### src/verilog/irs_pkg.sv
// Package: constants, states and types of the two-wire register slave
package irs_pkg;

  // ----------------------------------------------------------------
  // Bus framing
  // ----------------------------------------------------------------
  localparam logic [3:0] BYTE_BITS = 4'h8;
  localparam logic [4:0] DEV_ADDR_HI = 5'h0b;
  localparam logic [3:0] LINE_RESET = 4'h3;
  localparam logic [1:0] PREV_RESET = 2'h3;

  // ----------------------------------------------------------------
  // Register space
  // ----------------------------------------------------------------
  localparam int REG_COUNT = 64;
  localparam logic [7:0] REG_LAST = 8'h3f;
  localparam logic [15:0] REG_RESET = 16'h0000;
  localparam logic [7:0] PTR_RESET = 8'h00;

  // Byte position inside a write: address, high data, low data
  localparam logic [1:0] WB_ADDR = 2'h0;
  localparam logic [1:0] WB_HIGH = 2'h1;
  localparam logic [1:0] WB_LOW = 2'h2;

  // ----------------------------------------------------------------
  // Protocol states
  // ----------------------------------------------------------------
  typedef enum logic [2:0] {
    IRS_IDLE,
    IRS_ADDR,
    IRS_RX,
    IRS_ACK,
    IRS_TX,
    IRS_MACK
  } irs_state_t;

endpackage

### src/verilog/irs_if.sv
// Interfaces: synchronised line events and register file port
`timescale 1ns/1ps

interface irs_line_if;
  logic scl;
  logic sda;
  logic [1:0] sel;
  logic scl_rise;
  logic scl_fall;
  logic start;
  logic stop;
  modport src (output scl, sda, sel, scl_rise, scl_fall, start, stop);
  modport dst (input scl, sda, sel, scl_rise, scl_fall, start, stop);
endinterface

interface irs_reg_if;
  logic we;
  logic [7:0] waddr;
  logic [15:0] wdata;
  logic [7:0] raddr;
  logic [15:0] rdata;
  modport port (input we, waddr, wdata, raddr, output rdata);
  modport user (output we, waddr, wdata, raddr, input rdata);
endinterface

### src/verilog/irs_slave.sv
// Two-wire register access slave: framing, address match, pointer, data
// ------------------------------------------------------------------
// What this block does
// - Bytes are eight bits, MSB first
// - Start is data falling with clock high
// - After start, shift in address and direction
// - Acknowledge own address, otherwise stay released
// - Direction 0 writes, direction 1 reads
// - Nine clocks per byte, receiver acknowledges
// - Data changes only while clock low
// - Stop abandons transfer and returns idle
// - First write byte loads address pointer
// - Then high data byte, then low byte
// - Pointer increments per register, stops at the last; loaded above it, wraps past 8'hff
// - Writes past the last register are discarded
// - Registers are 16 bits from byte pairs
// - Read sends high byte, then low byte
// - Reads advance pointer until master nacks
// - At the last register, reads repeat it
// - Upper five address bits are 01011
// - Master acks between high and low byte
// - Two low address bits follow select pins
// - Slave only: never drives the clock line
// ------------------------------------------------------------------
`timescale 1ns/1ps

module irs_slave (
  input wire logic clk_i,
  input wire logic rst_i,
  input wire logic scl_i,
  input wire logic sda_i,
  output logic sda_o,
  output logic sda_oen_o,
  input wire logic addr_select_low_pin_i,
  input wire logic addr_select_high_pin_i,
  output logic reg_wr_o,
  output logic [7:0] reg_waddr_o,
  output logic [15:0] reg_wdata_o
);

  typedef struct packed {
    irs_pkg::irs_state_t st;
    logic [3:0] cnt;
    logic [7:0] sh;
    logic [7:0] tx;
    logic rw;
    logic [1:0] bidx;
    logic lo_sel;
    logic mack;
    logic [7:0] ptr;
    logic full;
    logic [7:0] hi;
    logic oen;
    logic sda_out;
    logic wr;
    logic [7:0] waddr;
    logic [15:0] wdata;
  } irs_core_t;

  irs_core_t q;
  irs_core_t d;

  irs_line_if line ();
  irs_reg_if rif ();

  logic [6:0] own_addr;
  logic addr_hit;

  // ----------------------------------------------------------------
  // Pin synchroniser and register array
  // ----------------------------------------------------------------
  irs_line_sync u_sync (
    .clk_i(clk_i),
    .rst_i(rst_i),
    .scl_i(scl_i),
    .sda_i(sda_i),
    .sel_i({addr_select_high_pin_i, addr_select_low_pin_i}),
    .lif(line)
  );

  irs_regfile u_regs (
    .clk_i(clk_i),
    .rst_i(rst_i),
    .rif(rif)
  );

  assign own_addr = {irs_pkg::DEV_ADDR_HI, line.sel};
  assign addr_hit = (q.sh[7:1] == own_addr);

  // Writes are issued one cycle after the byte closes
  assign rif.we = q.wr;
  assign rif.waddr = q.waddr;
  assign rif.wdata = q.wdata;
  assign rif.raddr = q.ptr;

  // ----------------------------------------------------------------
  // Protocol engine
  // ----------------------------------------------------------------
  always_comb begin
    d = q;
    d.wr = 1'b0;
    // Open drain: data out stays low, only the enable moves
    d.sda_out = 1'b0;
    case (q.st)
      irs_pkg::IRS_IDLE: begin
        d.oen = 1'b1;
      end
      irs_pkg::IRS_ADDR, irs_pkg::IRS_RX: begin
        if (line.scl_rise) begin
          // Sample only on the rising clock, MSB arrives first
          d.sh = {q.sh[6:0], line.sda};
          d.cnt = q.cnt + 4'h1;
        end else if (line.scl_fall && q.cnt == irs_pkg::BYTE_BITS) begin
          d.cnt = 4'h0;
          if (q.st == irs_pkg::IRS_ADDR) begin
            if (addr_hit) begin
              d.st = irs_pkg::IRS_ACK;
              d.oen = 1'b0;
              d.rw = q.sh[0];
              d.bidx = irs_pkg::WB_ADDR;
            end else begin
              d.st = irs_pkg::IRS_IDLE;
            end
          end else begin
            d.st = irs_pkg::IRS_ACK;
            d.oen = 1'b0;
            case (q.bidx)
              irs_pkg::WB_ADDR: begin
                d.ptr = q.sh;
                d.full = 1'b0;
                d.bidx = irs_pkg::WB_HIGH;
              end
              irs_pkg::WB_HIGH: begin
                d.hi = q.sh;
                d.bidx = irs_pkg::WB_LOW;
              end
              default: begin
                // A lone high byte never reaches a register
                if (!q.full) begin
                  d.wr = 1'b1;
                  d.waddr = q.ptr;
                  d.wdata = {q.hi, q.sh};
                  if (q.ptr == irs_pkg::REG_LAST) begin
                    d.full = 1'b1;
                  end else begin
                    d.ptr = q.ptr + 8'h01;
                  end
                end
                d.bidx = irs_pkg::WB_HIGH;
              end
            endcase
          end
        end
      end
      irs_pkg::IRS_ACK: begin
        if (line.scl_fall) begin
          d.cnt = 4'h0;
          if (q.rw) begin
            d.st = irs_pkg::IRS_TX;
            d.tx = rif.rdata[15:8];
            d.oen = rif.rdata[15];
            d.lo_sel = 1'b0;
          end else begin
            d.st = irs_pkg::IRS_RX;
            d.oen = 1'b1;
          end
        end
      end
      irs_pkg::IRS_TX: begin
        if (line.scl_rise) begin
          d.cnt = q.cnt + 4'h1;
        end else if (line.scl_fall) begin
          if (q.cnt == irs_pkg::BYTE_BITS) begin
            d.cnt = 4'h0;
            d.oen = 1'b1;
            d.st = irs_pkg::IRS_MACK;
          end else begin
            // New bit goes out just after the falling clock
            d.tx = {q.tx[6:0], 1'b1};
            d.oen = q.tx[6];
          end
        end
      end
      irs_pkg::IRS_MACK: begin
        if (line.scl_rise) begin
          d.mack = ~line.sda;
          if (q.lo_sel && q.ptr != irs_pkg::REG_LAST) begin
            d.ptr = q.ptr + 8'h01;
          end
        end else if (line.scl_fall) begin
          if (q.mack) begin
            d.st = irs_pkg::IRS_TX;
            d.lo_sel = ~q.lo_sel;
            d.tx = q.lo_sel ? rif.rdata[15:8] : rif.rdata[7:0];
            d.oen = q.lo_sel ? rif.rdata[15] : rif.rdata[7];
          end else begin
            d.st = irs_pkg::IRS_IDLE;
            d.oen = 1'b1;
          end
        end
      end
      default: begin
        d.st = irs_pkg::IRS_IDLE;
        d.oen = 1'b1;
      end
    endcase
    // Frame boundaries override any byte in flight
    if (line.stop) begin
      d.st = irs_pkg::IRS_IDLE;
      d.oen = 1'b1;
    end else if (line.start) begin
      // Repeated start is taken in any state
      d.st = irs_pkg::IRS_ADDR;
      d.cnt = 4'h0;
      d.oen = 1'b1;
    end
  end

  always_ff @(posedge clk_i or posedge rst_i) begin
    if (rst_i) begin
      q.st <= irs_pkg::IRS_IDLE;
      q.cnt <= 4'h0;
      q.sh <= 8'h00;
      q.tx <= 8'hff;
      q.rw <= 1'b0;
      q.bidx <= irs_pkg::WB_ADDR;
      q.lo_sel <= 1'b0;
      q.mack <= 1'b0;
      q.ptr <= irs_pkg::PTR_RESET;
      q.full <= 1'b0;
      q.hi <= 8'h00;
      q.oen <= 1'b1;
      q.sda_out <= 1'b0;
      q.wr <= 1'b0;
      q.waddr <= 8'h00;
      q.wdata <= 16'h0000;
    end else begin
      q <= d;
    end
  end

  assign sda_o = q.sda_out;
  assign sda_oen_o = q.oen;
  assign reg_wr_o = q.wr;
  assign reg_waddr_o = q.waddr;
  assign reg_wdata_o = q.wdata;
endmodule

### src/verilog/irs_line_sync.sv
// Synchroniser and start/stop/edge detector for the bus pins
`timescale 1ns/1ps

module irs_line_sync (
  input wire logic clk_i,
  input wire logic rst_i,
  input wire logic scl_i,
  input wire logic sda_i,
  input wire logic [1:0] sel_i,
  irs_line_if.src lif
);

  typedef struct packed {
    logic [3:0] meta;
    logic [3:0] sync;
    logic [1:0] prev;
  } irs_sync_t;

  irs_sync_t q;
  irs_sync_t d;

  // ----------------------------------------------------------------
  // Two flops per pin; only the second stage is looked at
  // ----------------------------------------------------------------
  always_comb begin
    d = q;
    d.meta = {sel_i, sda_i, scl_i};
    d.sync = q.meta;
    d.prev = q.sync[1:0];
  end

  always_ff @(posedge clk_i or posedge rst_i) begin
    if (rst_i) begin
      q.meta <= irs_pkg::LINE_RESET;
      q.sync <= irs_pkg::LINE_RESET;
      q.prev <= irs_pkg::PREV_RESET;
    end else begin
      q <= d;
    end
  end

  assign lif.scl = q.sync[0];
  assign lif.sda = q.sync[1];
  assign lif.sel = q.sync[3:2];
  assign lif.scl_rise = q.sync[0] & ~q.prev[0];
  assign lif.scl_fall = ~q.sync[0] & q.prev[0];
  // Data moving while the clock stays high marks a frame boundary
  assign lif.start = q.sync[0] & q.prev[0] & q.prev[1] & ~q.sync[1];
  assign lif.stop = q.sync[0] & q.prev[0] & ~q.prev[1] & q.sync[1];
endmodule

### src/verilog/irs_regfile.sv
// Array of 16-bit registers behind the slave's address pointer
`timescale 1ns/1ps

module irs_regfile (
  input wire logic clk_i,
  input wire logic rst_i,
  irs_reg_if.port rif
);

  typedef struct packed {
    logic [irs_pkg::REG_COUNT-1:0][15:0] mem;
  } irs_regs_t;

  irs_regs_t q;
  irs_regs_t d;

  always_comb begin
    d = q;
    if (rif.we && rif.waddr <= irs_pkg::REG_LAST) begin
      d.mem[rif.waddr[5:0]] = rif.wdata;
    end
  end

  always_ff @(posedge clk_i or posedge rst_i) begin
    if (rst_i) begin
      q.mem <= {irs_pkg::REG_COUNT{irs_pkg::REG_RESET}};
    end else begin
      q <= d;
    end
  end

  // Out-of-range reads return zero rather than aliasing
  assign rif.rdata = (rif.raddr <= irs_pkg::REG_LAST) ? q.mem[rif.raddr[5:0]] : 16'h0000;
endmodule

### config.mk
export PLATFORM = sky130hd
export DESIGN_NAME = irs_slave
export DESIGN_NICKNAME = d
export VERILOG_FILES = /design/src/verilog/irs_pkg.sv /design/src/verilog/irs_if.sv /design/src/verilog/irs_slave.sv /design/src/verilog/irs_line_sync.sv /design/src/verilog/irs_regfile.sv
export SDC_FILE = /design/constraint.sdc
export NUM_CORES = 2
export LEC_CHECK = 0
export ABC_AREA = 1
export BUFFER_PORTS_ARGS = -buffer_cell sky130_fd_sc_hd__buf_2
export CORE_ASPECT_RATIO = 1.2
export CORE_MARGIN = 2
export CORE_UTILIZATION = 60
export CTS_CLUSTER_DIAMETER = 150
export DETAILED_ROUTE_END_ITERATION = 16
export PLACE_DENSITY = 0.77
export SETUP_SLACK_MARGIN = 0.5
export SLEW_MARGIN = 25
export SYNTH_ARGS = -nofsm -noshare
export SYNTH_HDL_FRONTEND = slang
export SYNTH_HIERARCHICAL = 1
export SYNTH_SLANG_ARGS = --single-unit
### constraint.sdc
create_clock -name clk_i -period 35.4 [get_ports clk_i]
set_input_delay 1.77 -clock clk_i [delete_from_list [all_inputs] [get_ports clk_i]]
set_output_delay 1.77 -clock clk_i [all_outputs]
set_load 0.02 [all_outputs]
==> results.tsv <==
metric	value	unit
status	finished clean	
clkPwrFrac	49.4	%
rsz0062_at_grt	no	
maxCapViolCount	0	
yosysMostFrequentCell	nand2_1	
placed_area	0.0504	mm^2
p_per_area	47.3	mW/mm^2
endpoint_kind	flip-flop	
htreeDepth	3	
ir_worst_vdd	0.0459	mV
synth.area.top_cells	dfrtp_1, nand2_1, o21ai_0, nand3_1, clkbuf_1	
worstPathCellList	inv_8 -> buf_4 -> buf_4 -> buf_4 -> nand2_1 -> nand3_1 -> nand3_1 -> nand2_1 -> nand2_1 -> nand3_1 -> nand3_1 -> a21oi_1 -> nand2_1 -> nand3_1 -> a21oi_1 -> nand3b_1 -> nand2_1 -> nand2_1	
synth-adder-area-share	0.0741	%
yosys-mux-area-fraction	0	%
synth_seq_cells	1104	
synth_cells	6421	
crit_type	reg2reg	
fin_ws	29.83	ns
layout.nets	6085	
cts.repair.resized	0	
switching_share	21.1	%
critPathArrivalTime	6.21	ns
clock-sinks	1104	
synth_top_family_by_area	simple AND/OR/NAND/NOR gates	
dpl.hpwl	81000	um
yosysUniqueCellTypes	37	
core	0.0835	mm^2
die_x	269	um
vias_per_cell	5.99	
ys_seq_area_share	54.6	%
placementRows	116	
seqPwrFrac	49.1	%
hold_path.class	reg2reg	
synth_compound_gate_area_share	11.2	%
utilization	65.5	%
ant_nets	0	
cts_buffer_depth	3	
yosys.area_share.simple	28.9	%
die_area	0.0867	mm^2
fin_crit_sh	15.7	%
drt-initial-drc-count	5812	
grt_pass1_wl	232000	um
hold_buffers	0	
synth_fp_nets	6430	
grt_pass1_vias	41300	
rrSetupSlack	29.83	ns
skew	0.0398	ns
port_buffers	31	
p_int	2.04	mW
cts_tree	done	
layout.cells.non_filler	7293	
critPathSlowestCell	buf_4	
max_freq	180	MHz
cts_setup_buffers	0	
finalCriticalPeriod	5.57	ns
initial_core_util	60.7	%
cp-start-kind	flip-flop	
synth_xor_area_share	0.0173	%
async_flop_share	100	%
drc	0	
die_y	322	um
clk_latency	0.70	ns
hold_viol_final	0	
grtUsageTotal	33.7	%
grt_max_degree	187	
synthTopCellsByCount	nand2_1, dfrtp_1, o21ai_0	
area_growth	7.90	%
required	36.04	ns
fin_area	0.0546	mm^2
max_slew_margin	27.7	%
setup_violations	0	
syn_area_per_cell	7.89	um^2
p_leak	24.2	nW
yosys.area.top_type	dfrtp_1	
ys_warn_count	6	
wire_per_inst	20.0	um
finalPower	2.58	mW
grt_remaining_overflow	0	
hold_ws	0.362	ns
routed_wl	146000	um
worstMarginPinSlew	1.09	ns
cts-root-buf	clkbuf_16	
synth_edf_count	0	
dp_cells	7078	
clk_transition_reported_paths	0.07	ns
power_frac_comb	1.5	%
finalMaxSlewViolations	0	
crit_top_cell	nand2_1	
place_congestion	0.936	
netlist_area	0.0506	mm^2
drive_gt1_share	6.69	%
first_pass_iters	6	
vias	43700	
cts_buffers	110	
antenna_found_initial	2	
ys.flop_type	dfrtp_1	
switchingPower	0.544	mW
pin_count	33	
cp_max_fo	159	
post-place-ws	29.26	ns
n_antenna_cell	0	
tns	0	ns
crit_path_max_incr_delay	0.86	ns
synth.top_cell.area_share	53.9	%
## power by group through the flow
stage	logic, mW	registers (mW)	clock network [mW]
2_1_floorplan	0.0283	1.29	0
3_3_place_gp	0.0402	1.29	0
3_5_place_dp	0.0408	1.29	0
4_1_cts	0.0410	1.27	1.29
5_1_grt	0.0470	1.27	1.34
6_report	0.0398	1.27	1.28
## per-layer routing
metal	vias to the layer above	global-route usage, %	share of wire (%)	wire length [um]
met5	-	0	0.0069	10
met2	2026	52.5	45	65800
met4	2	18.8	5.8	8500
met3	393	5.78	8.8	12800
met1	21100	45.4	40	58900
li1	20200	-	-	-
## placed cells by master, fill, tap and decap left out, types with 3 or more instances in the layout
| master | count |
|---|---|
| nand2_1 | 2529 |
| dfrtp_1 | 1086 |
| o21ai_0 | 1012 |
| nand3_1 | 899 |
| clkbuf_16 | 112 |
| o21ai_1 | 67 |
| inv_1 | 58 |
| nand2_2 | 53 |
| buf_4 | 50 |
| nor2_1 | 49 |
| buf_2 | 31 |
| clkinv_2 | 28 |
| clkbuf_8 | 28 |
| a21oi_1 | 27 |
| inv_2 | 21 |
| bufinv_16 | 18 |
| dfstp_2 | 14 |
| clkbuf_1 | 12 |
| o21ai_2 | 7 |
| buf_6 | 7 |
| clkinvlp_4 | 5 |
| nor2_2 | 4 |
| nand4_1 | 4 |
| a31oi_1 | 4 |
| nor4_4 | 4 |
| nor3_2 | 4 |
| buf_12 | 4 |
| nor2_4 | 3 |
| ha_1 | 3 |
| dfrtp_4 | 3 |
| inv_8 | 3 |
## sequential cells by signal (all words and copies together), names as in the netlist, 2 cells and up
register	cells
u_sync/lif.sel	2
u_sync/d	4
u_sync/q	2
reg_wdata_o	16
reg_waddr_o	8
u_regs/q	1024
rif.raddr	8
q	36
## path summary, 6_finish.rpt
check	from	cells past startpoint	endpoint
min reg2reg	u_sync/d[3]	0	u_sync/lif.sda
min in group asynchronous	rst_i	2	u_sync/d[4]
max reg2reg	rif.raddr[0]	18	sda_oen_o
max	rif.raddr[0]	18	sda_oen_o
min	u_sync/d[3]	0	u_sync/lif.sda
max in group asynchronous	rst_i	6	u_regs/q[680]
## critical path, delay by kind of cell (launching register included)
kind                   cells  cell delay [ns]
flip-flops                 1             0.69
buffers and inverters      4             3.02
AND/OR/NAND/NOR           12             1.33
AO/OA/AOI/OAI              2             0.36
## layout make-up
| type | instances | area [um^2] |
|---|---|---|
| fillers | 7068 | 28800 |
| flip-flops and latches | 1104 | 27700 |
| multi-input cells | 4683 | 20500 |
| clock buffers | 152 | 3230 |
| well taps | 1121 | 1400 |
| clock inverters | 56 | 781 |
| repair buffers | 93 | 717 |
| inverters | 84 | 343 |
## kinds of logic after synthesis
logic type,after synthesis
compound gates,1122
flops,1104
simple gates,3556
fa+ha+maj,3
xor+xnor,1
buf+inv,634
other cells,1
Power figures use the tool's default switching activity.
